## src/core/alp_regs.svh

```systemverilog
`ifndef ALP_REGS_SVH
`define ALP_REGS_SVH
// Notes on behaviour
// - bit 7 enables continuous ambient conversion; it comes up cleared
// - bit 3 enables automatic offset compensation; it comes up set
// - with compensation on, offset is measured first and subtracted from the reading
// - bits 2..0 pick two to that power single conversions per cycle, 1 to 128
// - reported result is the arithmetic mean of the cycle's conversions
// - averaging field resets to 101, thirty-two conversions per cycle
// - a write during periodic mode takes effect only after the mode is cycled

// register offset on the register port
`define ALP_PARAM_ADDR 8'h84
// reset value: continuous off, rate 000, offset on, averaging 101
`define ALP_PARAM_RESET 8'h0D
// field positions
`define ALP_CONT_BIT 7
`define ALP_RATE_LSB 4
`define ALP_OFFS_BIT 3
`define ALP_AVG_LSB 0
// reset values of single fields
`define ALP_CONT_RESET 1'h0
`define ALP_RATE_RESET 3'h0
`define ALP_OFFS_RESET 1'h1
`define ALP_AVG_RESET 3'h5
`endif

```

## src/core/alp_pkg.sv

```systemverilog
package alp_pkg;
   // parameter register layout, msb first as the register holds it
   typedef struct packed {
      logic cont;
      logic [2:0] rate;
      logic offs_en;
      logic [2:0] avg;
   } cfg_t;

   typedef enum logic [1:0] {
      SEQ_IDLE = 2'b00,
      SEQ_OFFSET = 2'b01,
      SEQ_SAMPLE = 2'b10,
      SEQ_DONE = 2'b11
   } seq_state_t;

   // request towards the converter
   typedef struct packed {
      logic req;
      logic offset;
      logic cont;
   } conv_req_t;

   typedef struct packed {
      cfg_t param;
      cfg_t active;
      logic [7:0] rdata;
   } reg_state_t;

   typedef struct packed {
      seq_state_t st;
      logic [7:0] cnt;
      logic [22:0] sum;
      logic [15:0] offs;
      logic [15:0] result;
      logic valid;
      logic busy;
      conv_req_t conv;
      cfg_t cfg;
   } seq_t;
endpackage

```

## src/core/alp_param_reg.sv

```systemverilog
`include "alp_regs.svh"
module alp_param_reg (
   input wire logic i_clk,
   input wire logic i_nrst,
   input wire logic i_reg_wr,
   input wire logic [7:0] i_reg_addr,
   input wire logic [7:0] i_reg_wdata,
   input wire logic i_selftimed_en,
   output logic [7:0] o_reg_rdata,
   output alp_pkg::cfg_t o_active
);
   alp_pkg::reg_state_t q, d;

   // the active copy follows the register only while periodic mode is off,
   // so a running periodic sequence never sees a half-changed setting
   always_comb begin
      d = q;
      if (i_reg_wr && i_reg_addr == `ALP_PARAM_ADDR) begin
         d.param = alp_pkg::cfg_t'(i_reg_wdata);
      end
      if (!i_selftimed_en) begin
         d.active = d.param;
      end
      d.rdata = (i_reg_addr == `ALP_PARAM_ADDR) ? 8'(d.param) : 8'h00;
   end

   always_ff @(posedge i_clk or negedge i_nrst) begin
      if (!i_nrst) begin
         q.param <= alp_pkg::cfg_t'(`ALP_PARAM_RESET);
         q.active <= alp_pkg::cfg_t'(`ALP_PARAM_RESET);
         q.rdata <= 8'h00;
      end else begin
         q <= d;
      end
   end

   assign o_reg_rdata = q.rdata;
   assign o_active = q.active;

   AST_CONT_RESET: assert property (@(posedge i_clk) $rose(i_nrst) |->
      q.param[`ALP_CONT_BIT] == `ALP_CONT_RESET) else $error("continuous bit not clear at reset");
   AST_OFFS_RESET: assert property (@(posedge i_clk) $rose(i_nrst) |->
      q.param[`ALP_OFFS_BIT] == `ALP_OFFS_RESET) else $error("offset enable not set at reset");
   AST_AVG_RESET: assert property (@(posedge i_clk) $rose(i_nrst) |->
      q.param[`ALP_AVG_LSB +: 3] == `ALP_AVG_RESET) else $error("averaging not 101 at reset");
   AST_RATE_RESET: assert property (@(posedge i_clk) $rose(i_nrst) |->
      q.param[`ALP_RATE_LSB +: 3] == `ALP_RATE_RESET) else $error("rate not 000 at reset");
   AST_HOLD_PERIODIC: assert property (@(posedge i_clk) disable iff (!i_nrst)
      i_selftimed_en && $past(i_selftimed_en) |-> $stable(q.active))
      else $error("active setting changed during periodic mode");
   AST_WRITE_TAKES: assert property (@(posedge i_clk) disable iff (!i_nrst)
      i_reg_wr && i_reg_addr == `ALP_PARAM_ADDR && !i_selftimed_en ##1 !i_selftimed_en
      |-> q.active == $past(i_reg_wdata)) else $error("write not taken while periodic off");
endmodule

```

## src/core/ambient_light_param_control.sv

```systemverilog
`include "alp_regs.svh"
module ambient_light_param_control (
   input wire logic i_clk,
   input wire logic i_nrst,
   // register port from the serial front end
   input wire logic i_reg_wr,
   input wire logic [7:0] i_reg_addr,
   input wire logic [7:0] i_reg_wdata,
   output logic [7:0] o_reg_rdata,
   // command state from the command register
   input wire logic i_selftimed_en,
   input wire logic i_ambient_single_shot,
   // start of one measurement cycle from the rate timer or on-demand logic
   input wire logic i_meas_start,
   // converter handshake
   output logic o_conv_req,
   output logic o_conv_offset,
   output logic o_conv_cont,
   input wire logic i_conv_done,
   input wire logic [15:0] i_conv_data,
   // results and status
   output logic [15:0] o_als_result,
   output logic o_als_valid,
   output logic o_busy,
   output logic [2:0] o_als_rate
);
   alp_pkg::cfg_t active;
   alp_pkg::seq_t q, d;
   logic [15:0] mean;
   logic [7:0] target;

   alp_param_reg u_param (
      .i_clk(i_clk),
      .i_nrst(i_nrst),
      .i_reg_wr(i_reg_wr),
      .i_reg_addr(i_reg_addr),
      .i_reg_wdata(i_reg_wdata),
      .i_selftimed_en(i_selftimed_en),
      .o_reg_rdata(o_reg_rdata),
      .o_active(active)
   );

   // number of single conversions in this cycle, two to the field value
   assign target = 8'h01 << q.cfg.avg;
   // the mean is the sum shifted by the same exponent, exact for powers of two
   assign mean = 16'(q.sum >> q.cfg.avg);

   // measurement sequencer: optional offset conversion, then the sample burst
   // the configuration is copied at start and held for the whole burst, so a
   // register write in mid-burst only shows from the next cycle on
   // the sum is wide enough for 128 full-scale samples, so it needs no overflow guard
   // limitation: a start while busy is dropped, not queued
   always_comb begin
      d = q;
      d.valid = 1'b0;
      case (q.st)
         alp_pkg::SEQ_IDLE: begin
            // a single-shot request also starts a cycle; periodic starts arrive
            // on i_meas_start from the rate timer
            if (i_meas_start || i_ambient_single_shot) begin
               d.cfg = active; // settings frozen for the whole cycle
               d.cnt = 8'h00;
               d.sum = 23'h000000;
               d.offs = 16'h0000;
               d.busy = 1'b1;
               d.conv.req = 1'b1;
               d.conv.cont = active.cont;
               if (active.offs_en) begin
                  d.st = alp_pkg::SEQ_OFFSET;
                  d.conv.offset = 1'b1;
               end else begin
                  d.st = alp_pkg::SEQ_SAMPLE;
                  d.conv.offset = 1'b0;
               end
            end
         end
         alp_pkg::SEQ_OFFSET: begin
            // offset is taken right before the light samples
            if (i_conv_done) begin
               d.offs = i_conv_data;
               d.conv.offset = 1'b0;
               d.st = alp_pkg::SEQ_SAMPLE;
            end
         end
         alp_pkg::SEQ_SAMPLE: begin
            if (i_conv_done) begin
               d.sum = q.sum + 23'(i_conv_data);
               d.cnt = q.cnt + 8'h01;
               if (q.cnt + 8'h01 == target) begin
                  d.conv.req = 1'b0;
                  d.conv.cont = 1'b0;
                  d.st = alp_pkg::SEQ_DONE;
               end
            end
         end
         alp_pkg::SEQ_DONE: begin
            // subtraction saturates at zero: dark readings never wrap
            if (q.cfg.offs_en) begin
               d.result = (mean > q.offs) ? mean - q.offs : 16'h0000;
            end else begin
               d.result = mean;
            end
            d.valid = 1'b1;
            d.busy = 1'b0;
            d.st = alp_pkg::SEQ_IDLE;
         end
         default: begin
            d.st = alp_pkg::SEQ_IDLE;
            d.busy = 1'b0;
            d.conv = '0;
         end
      endcase
   end

   always_ff @(posedge i_clk or negedge i_nrst) begin
      if (!i_nrst) begin
         q.st <= alp_pkg::SEQ_IDLE;
         q.cnt <= 8'h00;
         q.sum <= 23'h000000;
         q.offs <= 16'h0000;
         q.result <= 16'h0000;
         q.valid <= 1'b0;
         q.busy <= 1'b0;
         q.conv <= '0;
         q.cfg <= alp_pkg::cfg_t'(`ALP_PARAM_RESET);
      end else begin
         q <= d;
      end
   end

   // outputs come straight from state flops here and in the register block
   assign o_conv_req = q.conv.req;
   assign o_conv_offset = q.conv.offset;
   assign o_conv_cont = q.conv.cont;
   assign o_als_result = q.result;
   assign o_als_valid = q.valid;
   assign o_busy = q.busy;
   assign o_als_rate = active.rate;

   // offset conversion goes out first when compensation is on
   AST_OFFSET_FIRST: assert property (@(posedge i_clk) disable iff (!i_nrst)
      q.st == alp_pkg::SEQ_IDLE && (i_meas_start || i_ambient_single_shot) && active.offs_en
      |=> o_conv_req && o_conv_offset && q.st == alp_pkg::SEQ_OFFSET)
      else $error("offset conversion not requested first");

   // without compensation the first request is already a light sample
   AST_NO_OFFSET: assert property (@(posedge i_clk) disable iff (!i_nrst)
      q.st == alp_pkg::SEQ_IDLE && (i_meas_start || i_ambient_single_shot) && !active.offs_en
      |=> o_conv_req && !o_conv_offset) else $error("offset taken while disabled");

   // the burst length matches the averaging field
   AST_SAMPLE_COUNT: assert property (@(posedge i_clk) disable iff (!i_nrst)
      o_als_valid |-> q.cnt == (8'h01 << q.cfg.avg)) else $error("wrong conversion count");

   // one conversion without offset is passed through unchanged
   AST_MEAN_SINGLE: assert property (@(posedge i_clk) disable iff (!i_nrst)
      q.st == alp_pkg::SEQ_SAMPLE && i_conv_done && q.cfg.avg == 3'h0 && !q.cfg.offs_en
      |-> ##2 o_als_valid && o_als_result == $past(i_conv_data, 2))
      else $error("single conversion result not passed through");

   // continuous flag copies bit 7 for starts of either kind
   AST_CONT_FOLLOWS: assert property (@(posedge i_clk) disable iff (!i_nrst)
      q.st == alp_pkg::SEQ_IDLE && (i_meas_start || i_ambient_single_shot)
      |=> o_conv_cont == $past(active.cont))
      else $error("continuous conversion not following bit 7");

   // the request stands until the last sample is accepted; 1000 cycles
   // cover 129 conversions even at the slowest converter pace used here
   AST_REQ_UNTIL_DONE: assert property (@(posedge i_clk) disable iff (!i_nrst)
      $rose(o_busy) |-> o_conv_req throughout
      (##[0:1000] (q.st == alp_pkg::SEQ_SAMPLE && i_conv_done && q.cnt + 8'h01 == target)))
      else $error("request dropped before burst finished");

   // offset value is latched and the request switches to light samples
   AST_OFFSET_LATCH: assert property (@(posedge i_clk) disable iff (!i_nrst)
      q.st == alp_pkg::SEQ_OFFSET && i_conv_done
      |=> q.offs == $past(i_conv_data) && !o_conv_offset && q.st == alp_pkg::SEQ_SAMPLE)
      else $error("offset value not latched");

   // no offset request once light samples are being taken
   AST_OFFSET_NOT_IN_BURST: assert property (@(posedge i_clk) disable iff (!i_nrst)
      q.st == alp_pkg::SEQ_SAMPLE |-> !o_conv_offset)
      else $error("offset requested during sample burst");

   // a burst starts from a cleared sum and count
   AST_SUM_CLEARED: assert property (@(posedge i_clk) disable iff (!i_nrst)
      q.st == alp_pkg::SEQ_SAMPLE && $past(q.st) != alp_pkg::SEQ_SAMPLE
      |-> q.sum == 23'h000000 && q.cnt == 8'h00)
      else $error("burst started with stale sum");

   // count never reaches the target while the burst is still running
   AST_COUNT_BELOW: assert property (@(posedge i_clk) disable iff (!i_nrst)
      q.st == alp_pkg::SEQ_SAMPLE |-> q.cnt < target)
      else $error("sample count ran past the averaging target");

   // an average below the offset reports zero rather than wrapping
   AST_RESULT_FLOOR: assert property (@(posedge i_clk) disable iff (!i_nrst)
      q.st == alp_pkg::SEQ_DONE && q.cfg.offs_en && mean <= q.offs
      |=> o_als_result == 16'h0000)
      else $error("offset subtraction wrapped below zero");

   // the result changes only on leaving the done state
   AST_RESULT_HOLDS: assert property (@(posedge i_clk) disable iff (!i_nrst)
      q.st != alp_pkg::SEQ_DONE |=> $stable(o_als_result))
      else $error("result changed outside the done state");

   // the done state lasts one cycle and flags the new result
   AST_DONE_ONE_CYCLE: assert property (@(posedge i_clk) disable iff (!i_nrst)
      q.st == alp_pkg::SEQ_DONE |=> q.st == alp_pkg::SEQ_IDLE && o_als_valid)
      else $error("done state not left after one cycle");

   // the valid flag is a single-cycle pulse
   AST_VALID_PULSE: assert property (@(posedge i_clk) disable iff (!i_nrst)
      o_als_valid |=> !o_als_valid)
      else $error("valid held longer than one cycle");

   // busy is gone by the time the result is flagged
   AST_BUSY_CLEARS: assert property (@(posedge i_clk) disable iff (!i_nrst)
      o_als_valid |-> !o_busy)
      else $error("busy still set with a new result");

   // settings stay frozen for the whole burst
   AST_CFG_FROZEN: assert property (@(posedge i_clk) disable iff (!i_nrst)
      o_busy && $past(o_busy) |-> $stable(q.cfg))
      else $error("settings changed during a burst");

   // converter lines rest while idle
   AST_IDLE_QUIET: assert property (@(posedge i_clk) disable iff (!i_nrst)
      q.st == alp_pkg::SEQ_IDLE |-> !o_conv_req && !o_conv_offset && !o_conv_cont)
      else $error("converter request while idle");

   // continuous flag only rides on a request of a burst with bit 7 set
   AST_CONT_IN_BURST: assert property (@(posedge i_clk) disable iff (!i_nrst)
      o_conv_cont |-> o_conv_req && q.cfg.cont)
      else $error("continuous flag outside a continuous burst");
endmodule

```

## config.mk

```make
export PLATFORM = sky130hd
export DESIGN_NAME = ambient_light_param_control
export DESIGN_NICKNAME = d
export VERILOG_FILES = /design/src/core/alp_pkg.sv /design/src/core/alp_param_reg.sv /design/src/core/ambient_light_param_control.sv
export VERILOG_INCLUDE_DIRS = /design/src /design/src/core
export SDC_FILE = /design/constraint.sdc
export NUM_CORES = 1
export LEC_CHECK = 0
export BUFFER_PORTS_ARGS = -buffer_cell sky130_fd_sc_hd__buf_2
export CAP_MARGIN = 5
export CORE_ASPECT_RATIO = 1.75
export CORE_MARGIN = 2
export CORE_UTILIZATION = 65
export DETAILED_ROUTE_END_ITERATION = 10
export HOLD_SLACK_MARGIN = 0.1
export PLACE_DENSITY = 0.83
export REMOVE_ABC_BUFFERS = 1
export SYNTH_ARGS = -nofsm -noshare
export SYNTH_HDL_FRONTEND = slang
export SYNTH_SLANG_ARGS = --single-unit
export TNS_END_PERCENT = 50
```

## constraint.sdc

```tcl
create_clock -name i_clk -period 8 [get_ports i_clk]
set_clock_uncertainty 0.05 [all_clocks]
set_input_delay 0.8 -clock i_clk [delete_from_list [all_inputs] [get_ports i_clk]]
set_output_delay 0.8 -clock i_clk [all_outputs]
set_load 0.05 [all_outputs]
```

==> key figures, run 1 <==
Worst setup path
  • Reg2reg path depth: 12
  • Crit-path slowest cell: dfstp_2
  • Crit end category: flop
  • R2R Path End: o_als_result[3]
  • Crit path DAT: 4.76 ns
  • Startpoint types: flop
  • Crit-path max FO: 31
  • CP peak stage delay: 0.94 ns
  • Critical path buffer and inverter count: 1
  • Critical Path RT: 8.17 ns
  • CP Cell Sequence: inv_1 > a211oi_1 > a21oi_1 > mux2_2 > ha_1 > nand2_1 > nor2_1 > nand3_1 > o311ai_1 > nand2_1 > a22oi_1 > a21oi_1
  • Reg-to-Reg Start: q[0]
  • R2R Setup Slk: 3.41 ns
  • Critical path type: flop to flop
  • CP top delay family: compound AO/OA/AOI/OAI gates

Clocking
  • Clock Pin Slew Worst Setup and Hold Paths: 0.08 ns
  • CTS tree: done
  • H-Tree Depth: 3
  • Cts hold-fix bufs: 0
  • CTS Sinks: 98
  • CTS Buf Count: 9
  • Root Driver: clkbuf_16
  • CTS Buffer Depth: 2
  • CTS-repair resized insts: 0
  • Worst-Skew Late Latency: 0.35 ns
  • Setup bufs post-CTS: 0

Floorplanning
  • I/O pins: 71
  • Initial core utilization: 66.9%
  • Die width: 82.1 um
  • Die area: 11500 um^2
  • Core area: 10400 um^2
  • Die Ht: 141 um
  • Rows: 49

Timing
  • Normalized max-slew margin: 30.4%
  • Final setup vio count: 0
  • Setup TNS: 0 ns
  • Setup repair after global routing missed its margin: no
  • Worst Tran Pin Value: 1.04 ns
  • Crit path time final: 4.59 ns
  • F_max: 218 MHz
  • Final Hold Fails: 0
  • Max-slew violations: 0
  • Fin crit share: 57.4%

Global routing
  • Initial antenna violation count: 0
  • Vias in the first global route: 6171
  • Pin count of the biggest net entering global routing: 73
  • First-pass GRT wire length: 28.7 mm
  • Total GRT Usage: 32.5%
  • Remaining Overflow, GRT: 0

Power and ir drop
  • Power Dens Cells: 342 nW/um^2
  • Overall power: 2520 uW
  • Leakage: 0.00349 uW
  • VDD IR-drop max: 0.190 mV

Cells and area
  • Final Util: 71.3%
  • Commonest non-fill, non-tap cell in the layout: dfrtp_1
  • Share of cells above drive strength 1: 18.4%
  • Ant. Diodes: 0
  • Most frequent cells in the layout: dfrtp_1 (89), nand2_1 (76), o21ai_0 (72), buf_2 (69), nor2_1 (60)
  • Fin nets: 872
  • Area grow syn2layout: 6.50%

Placed design
  • Routability cong.: 0.936
  • Post-DP HPWL: 13.5 mm
  • Count of input and output buffers: 70

Routing
  • Drt via density: 6.53
  • DRT iter0 DRCs: 391
  • Vias after detailed routing: 6030
  • Final wirelength: 17.8 mm
  • Drt pass-1 iters: 5
  • Antenna Nets Post-Route: 0
  • DRC viols: 0
  • Drt wl/cell: 19.3 um

Synthesis
  • Post-synthesis cell type count: 68
  • Mapped Cells: 768
  • Synthesized flop and latch total: 98
  • Share of synthesized flip-flops with an asynchronous set or reset: 100%
  • Syn Area/Cell: 9.03 um^2
  • EDFF count, synth: 0
  • Mapped cell area: 6930 um^2
  • YS warnings: 0
  • Sequential element share of the synthesized area: 35.5%
  • Ys flop type: dfrtp_1

Min path
  • Min-Delay Path Class: primary input to async pin

Outcome
  • Status: complete, no violations

Flow run
  • Max_cap viols: 0
==> synthesized netlist by cell type (all sizes together) (6+ instances only) <==
cell type / number / area [um^2]
dfrtp: 89 / 2230
nand2: 76 / 285
o21ai: 73 / 365
nor2: 60 / 225
a21oi: 39 / 195
ha: 39 / 488
nand3: 37 / 185
inv: 33 / 124
buf: 32 / 225
mux2: 31 / 349
clkbuf: 27 / 131
xor2: 24 / 210
mux2i: 21 / 210
nor2b: 17 / 106
a21o: 14 / 106
a31oi: 14 / 87.6
o211ai: 10 / 75.1
a211oi: 9 / 72.6
dfstp: 9 / 236
nor3: 9 / 56.3
xnor2: 9 / 78.8
nand2b: 8 / 50.1
o21a: 8 / 60.1
nand4: 7 / 50.1
mux4: 6 / 135
==> stage by stage <==
step	hold WS, ns	area [um^2]	cells	setup slack [ns]
after CTS	0.309	7360	923	3.41
after floorplan	0.394	6550	708	4.16
final	0.300	7380	924	3.41
after global routing	0.331	7380	924	3.13
after global placement	0.406	7070	907	3.64
after detailed placement	0.411	7070	907	3.46
==> cells by family (layout without fill, tap and decap cells) <==
| group | count (synthesis) | in the layout | share of synthesized area, % |
|---|---|---|---|
| xor+xnor | 33 | 33 | 4.17 |
| compound gates | 206 | 206 | 18.8 |
| fa+ha+maj | 41 | 41 | 7.61 |
| simple gates | 239 | 239 | 16.5 |
| flops | 98 | 98 | 35.5 |
| buf+inv | 93 | 122 | 7.40 |
| mux | 58 | 58 | 10.0 |
==> how the worst max path moves through the flow <==
stage	startpoint	end	slack [ns]	cells past startpoint
detailed placement	q[1]	o_als_result[3]	3.46	12
CTS	q[1]	o_als_result[3]	3.41	12
floorplan	q[1]	o_als_result[9]	4.16	12
global route	q[0]	o_als_result[3]	3.13	12
finish	q[0]	o_als_result[3]	3.41	12
global placement	q[1]	o_als_result[9]	3.64	12
==> state kept, by name (all words and copies together), names as in the netlist <==
name and cells:
o_als_result 16, o_als_valid 1, o_busy 1, o_conv_cont 1
o_conv_offset 1, o_conv_req 1, q 53, u_param.o_active 8
u_param.o_reg_rdata 8, u_param.q 8
==> where the power goes <==
group          leakage, uW  internal [uW]  switching, uW
clock network     0.000131            216            212
logic              0.00217            527            818
registers          0.00119            616            135
total              0.00349           1360           1160
==> layout make-up <==
| class | instances | area, um^2 |
|---|---|---|
| Clock buffer | 9 | 225 |
| Sequential cell | 98 | 2460 |
| Fill cell | 831 | 2980 |
| Timing Repair Buffer | 73 | 395 |
| Clock inverter | 7 | 60.1 |
| Inverter | 33 | 124 |
| Tap cell | 127 | 159 |
| Multi-Input combinational cell | 577 | 3960 |
==> metal layers <==
metal | track usage, % | wire length, um
met1 | 33.5 | 6330
met2 | 57.3 | 9470
met3 | 4.03 | 741
met4 | 24.3 | 1300
met5 | 0 | 0
Power figures use the tool's default switching activity.
==> run 2, diff against run 1 <==
--- a/config.mk
+++ b/config.mk
@@ -10,10 +10,10 @@
 export CAP_MARGIN = 5
 export CORE_ASPECT_RATIO = 1.75
 export CORE_MARGIN = 2
-export CORE_UTILIZATION = 65
+export CORE_UTILIZATION = 60
 export DETAILED_ROUTE_END_ITERATION = 10
 export HOLD_SLACK_MARGIN = 0.1
-export PLACE_DENSITY = 0.83
+export PLACE_DENSITY = 0.77
 export REMOVE_ABC_BUFFERS = 1
 export SYNTH_ARGS = -nofsm -noshare
 export SYNTH_HDL_FRONTEND = slang
==> constraint.sdc (replaced) <==
create_clock -name i_clk -period 4.5 [get_ports i_clk]
set_clock_uncertainty 0.05 [all_clocks]
set_input_delay 0.45 -clock i_clk [delete_from_list [all_inputs] [get_ports i_clk]]
set_output_delay 0.45 -clock i_clk [all_outputs]
set_load 0.05 [all_outputs]
==> key figures, run 2 (same netlist as run 1, synthesis figures left out) <==
Cells and area
  • Area grow syn2layout: 6.69%
  • Fin nets: 875
  • Sequential cell area: 2460 um^2
  • Commonest non-fill, non-tap cell in the layout: dfrtp_1
  • Final Util: 64.6%
  • Biggest register: q
  • Area of the multi-input gates: 3960 um^2
  • Max reg flops: 53
  • Ant. Diodes: 0
  • Share of cells above drive strength 1: 18.8%
  • Most frequent cells in the layout: dfrtp_1 (89), nand2_1 (76), o21ai_0 (72), buf_2 (69), nor2_1 (60)
  • # fillers: 979

Floorplanning
  • Core area: 11500 um^2
  • I/O pins: 71
  • Die Ht: 146 um
  • Initial core utilization: 60.6%
  • Die width: 85.3 um
  • Rows: 52
  • Die area: 12500 um^2

Global routing
  • First-pass GRT wire length: 28.3 mm
  • Remaining Overflow, GRT: 0
  • Vias in the first global route: 5941
  • Initial antenna violation count: 0
  • Pin count of the biggest net entering global routing: 73
  • Total GRT Usage: 28.7%

Worst setup path
  • Cell mode on critical path: nand2_1
  • Critical Path RT: 4.67 ns
  • Startpoint types: flop
  • Crit path DAT: 4.19 ns
  • CP top delay family: simple AND/OR/NAND/NOR gates
  • Critical path buffer and inverter count: 2
  • Critical path type: flop to flop
  • Crit-path slowest cell: dfrtp_1
  • Crit-path max FO: 18
  • Crit end category: flop
  • CP peak stage delay: 0.80 ns
  • CP Cell Sequence: buf_4 > mux2i_1 > nand2_1 > o21ai_0 > o21ai_0 > ha_1 > nand2_1 > nor2_1 > nand3_1 > o311ai_1 > buf_4 > nand2_1 > nand2_1 > o221ai_1

Timing
  • F_max: 249 MHz
  • Crit path time final: 4.01 ns
  • Max-slew violations: 0
  • Normalized max-slew margin: 26.6%
  • Final Hold Fails: 0
  • Fin crit share: 89.2%
  • Worst Tran Pin Value: 1.10 ns
  • Final setup vio count: 0
  • Setup repair after global routing missed its margin: no
  • Setup TNS: 0 ns

Clocking
  • CTS Buf Count: 9
  • Worst-Skew Late Latency: 0.36 ns
  • H-Tree Depth: 3
  • Setup bufs post-CTS: 0
  • Clock Pin Slew Worst Setup and Hold Paths: 0.08 ns
  • CTS Buffer Depth: 2
  • CTS tree: done
  • CTS Sinks: 98
  • CTS-repair resized insts: 0
  • Cts hold-fix bufs: 0
  • Root Driver: clkbuf_16

Placed design
  • Post-DP HPWL: 13.2 mm
  • Count of input and output buffers: 70
  • Routability cong.: 0.880

Power and ir drop
  • Psw: 2050 uW
  • Power Dens Cells: 603 nW/um^2
  • Combinational power share: 52.9%
  • Switch share: 45.9%
  • Clock network power share: 17.1%
  • Cell-internal power: 2410 uW
  • Seq pwr share: 30.0%
  • Leakage: 0.00351 uW
  • VDD IR-drop max: 0.343 mV

Routing
  • DRC viols: 0
  • DRT iter0 DRCs: 423
  • Antenna Nets Post-Route: 0
  • Final wirelength: 17.5 mm
  • Drt pass-1 iters: 5
  • Drt wl/cell: 18.7 um
  • Vias after detailed routing: 5880
  • Drt via density: 6.29

Min path
  • Min-Delay Path Class: primary input to async pin

Outcome
  • Status: complete, no violations

Flow run
  • Max_cap viols: 0
-- run 2: cell types whose count changed in the layout (fill, tap and decap cells not counted) --
cell        before  now
buf_16           1    0
buf_4            3    7
clkinv_2         0    1
clkinv_4         1    2
clkinvlp_4       3    1
inv_6            2    1
inv_8            1    2
-- run 2: layer usage --
layer  track usage, %  up-vias  part of all wire, %
met1             30.2     2813                   36
li1                 -     2774                    -
met2             52.7      230                   54
met3             3.56       63                  4.8
met4             17.1        0                  5.7
met5                0        -                    0
-- run 2: metrics by stage --
stage	total power, uW	setup WS (ns)	cells	cell area [um^2]	hold WS (ns)
after floorplan	3080	0.662	708	6550	0.104
after global placement	3590	0.686	919	7110	0.410
after detailed placement	3660	0.542	919	7110	0.412
after CTS	4440	0.527	935	7400	0.221
after global routing	4770	0.162	935	7400	0.264
final	4460	0.486	935	7400	0.154
-- run 2: area by class of cell --
cell class	count	area share, %
Multi-Input combinational cell	577	53.5
Sequential cell	98	33.3
Timing Repair Buffer	76	5.38
Clock buffer	9	3.04
Tap cell	135	2.28
Inverter	33	1.67
Clock inverter	7	0.829
-- run 2: final timing paths --
path	startpoint	end	slack, ns	cells after the start
min reg2reg	o_conv_req	o_conv_req	0.42	1
max in group asynchronous	i_nrst	q[59]	3.35	2
min	i_nrst	q[32]	0.15	1
max	q[1]	o_als_result[9]	0.49	14
max reg2reg	q[1]	o_als_result[9]	0.49	14
min in group i_clk	i_conv_data[13]	q[42]	0.30	3
-- run 2: power by group through the flow --
stage	clock (uW)	sequential (uW)	combinational, uW
2_1_floorplan	0	1400	1670
3_3_place_gp	0	1340	2250
3_5_place_dp	0	1350	2320
4_1_cts	768	1330	2340
5_1_grt	798	1370	2600
6_report	762	1340	2360
-- run 2: worst register-to-register path: stages (launching register included) --
cell and delay, ns:
dfrtp_1 0.80, buf_4 0.28, mux2i_1 0.26, nand2_1 0.08
o21ai_0 0.13, o21ai_0 0.19, ha_1 0.45, nand2_1 0.13
nor2_1 0.15, nand3_1 0.21, o311ai_1 0.34, buf_4 0.18
nand2_1 0.26, nand2_1 0.23, o221ai_1 0.14
==> run 3, diff against run 2 <==
--- a/config.mk
+++ b/config.mk
@@ -10,10 +10,10 @@
 export CAP_MARGIN = 5
 export CORE_ASPECT_RATIO = 1.75
 export CORE_MARGIN = 2
-export CORE_UTILIZATION = 60
+export CORE_UTILIZATION = 50
 export DETAILED_ROUTE_END_ITERATION = 10
 export HOLD_SLACK_MARGIN = 0.1
-export PLACE_DENSITY = 0.77
+export PLACE_DENSITY_LB_ADDON = 0.2
 export REMOVE_ABC_BUFFERS = 1
 export SYNTH_ARGS = -nofsm -noshare
 export SYNTH_HDL_FRONTEND = slang
==> key figures, run 3 (same netlist as run 1, synthesis figures left out) <==
Cells and area
  • Fin nets: 876
  • Most frequent cells in the layout: dfrtp_1 (89), nand2_1 (76), o21ai_0 (72), buf_2 (69), nor2_1 (60)
  • Commonest non-fill, non-tap cell in the layout: dfrtp_1
  • Share of cells above drive strength 1: 18.9%
  • Max reg flops: 53
  • Area of the multi-input gates: 3960 um^2
  • Area grow syn2layout: 7.98%
  • Biggest register: q
  • Sequential cell area: 2470 um^2
  • Ant. Diodes: 0
  • Cell area after layout: 7490 um^2
  • # fillers: 1309
  • Post-Layout Cell Count: 978

Worst setup path
  • Startpoint types: flop
  • Reg-to-Reg Start: q[1]
  • Crit path DAT: 4.35 ns
  • Crit end category: flop
  • Critical path type: flop to flop
  • Crit-path max FO: 16
  • Worst Setup SP: q[1]
  • Critical Path RT: 4.67 ns

Timing
  • Normalized max-slew margin: 26.3%
  • Hold WS: 0.146 ns
  • F_max: 239 MHz
  • Setup repair after global routing missed its margin: no
  • Final Hold Fails: 0
  • Worst Tran Pin Value: 1.10 ns
  • Setup TNS: 0 ns
  • Max-slew violations: 0
  • Crit path time final: 4.19 ns
  • Final setup vio count: 0
  • Fin crit share: 93.0%

Floorplanning
  • I/O pins: 71
  • Die width: 93.0 um
  • Die area: 14900 um^2
  • Die Ht: 160 um
  • Core area: 13700 um^2
  • Initial core utilization: 50.6%
  • Rows: 57

Routing
  • Drt wl/cell: 18.8 um
  • Vias after detailed routing: 5817
  • Drt via density: 5.95
  • Antenna Nets Post-Route: 0
  • DRT iter0 DRCs: 300
  • Drt pass-1 iters: 5
  • Final wirelength: 18.4 mm
  • DRC viols: 0

Global routing
  • Pin count of the biggest net entering global routing: 65
  • Initial antenna violation count: 0
  • First-pass GRT wire length: 30.1 mm
  • M1 GR Usage: 27.9%
  • Grt met2 use: 48.0%
  • Met3 global-route usage: 3.68%
  • Total GRT Usage: 25.8%
  • Remaining Overflow, GRT: 0
  • Vias in the first global route: 5962
  • Gr busiest metal: met2

Placed design
  • Post-DP HPWL: 14.0 mm
  • Cell area after placement: 7170 um^2
  • Routability cong.: 1.03
  • Post-Place Cells: 962
  • Count of input and output buffers: 70

Clocking
  • Clock Pin Slew Worst Setup and Hold Paths: 0.07 ns
  • CTS tree: done
  • CTS Buf Count: 9
  • H-Tree Depth: 3
  • CTS Buffer Depth: 2
  • Setup bufs post-CTS: 0
  • Worst-Skew Late Latency: 0.35 ns
  • Cts hold-fix bufs: 0
  • CTS Sinks: 98
  • Root Driver: clkbuf_16

Power and ir drop
  • VDD IR-drop max: 0.229 mV
  • Leakage: 0.00353 uW
  • Power Dens Cells: 606 nW/um^2
  • Overall power: 4540 uW

Flow run
  • Max_cap viols: 0

Min path
  • Min-Delay Path Class: primary input to async pin

Outcome
  • Status: complete, no violations
[run 3: changes by cell type in the layout (fill, tap and decap cells not counted)]
cell       before  now
buf_4           7    8
bufinv_16       0    1
clkinv_2        1    0
dfstp_2         9    8
dfstp_4         0    1
[run 3: timing repair]
item	4_1_cts	5_1_grt
gates resized for setup	0	1
hold endpoints to repair	0	0
setup endpoints to repair	0	13
[run 3: final timing paths]
| kind | endpoint | slack [ns] | depth (start not counted) |
|---|---|---|---|
| worst max-delay path | o_als_result[9] | 0.31 | 13 |
| worst min-delay path | q[35] | 0.15 | 1 |
| worst max register to register | o_als_result[9] | 0.31 | 13 |
| worst min register to register | o_conv_req | 0.44 | 1 |
| max in group asynchronous | q[2] | 3.25 | 2 |
| min in group i_clk | q[31] | 0.30 | 3 |
[run 3: power by group]
| part | leakage, uW | switching [uW] | internal, uW |
|---|---|---|---|
| clock | 0.000150 | 377 | 443 |
| sequential | 0.00119 | 246 | 1090 |
| combinational | 0.00218 | 1440 | 934 |
[run 3: metal layers]
| metal | routed length, um | up-vias |
|---|---|---|
| li1 | - | 2783 |
| met1 | 6820 | 2828 |
| met2 | 10200 | 163 |
| met3 | 696 | 43 |
| met4 | 763 | 0 |
| met5 | 0 | - |
[run 3: worst max-delay path, stage by stage (launching register included)]
cell      delay (ns)
dfrtp_1         0.65
buf_4           0.33
mux4_2          0.52
mux2i_1         0.26
ha_1            0.23
inv_1           0.06
fa_1            0.41
nand3_1         0.12
a21oi_1         0.10
o31a_1          0.36
o211ai_1        0.20
nand2_1         0.36
nand2_1         0.26
o221ai_1        0.14
[run 3: per-stage QoR]
step / util [%] / setup slack, ns
floorplan: - / 0.662
global placement: 52.4 / 0.399
detailed placement: 52.4 / 0.243
CTS: 54.7 / 0.219
global route: 54.7 / 0.0205
finish: 54.7 / 0.313
[run 3: final cells by class]
type | count | share of cell area [%]
timing repair buffer | 77 | 5.41
sequential | 98 | 33.0
clock buffer | 9 | 3.01
inverter | 33 | 1.65
multi-input combinational | 577 | 52.9
tap | 177 | 2.96
clock inverter | 7 | 1.15
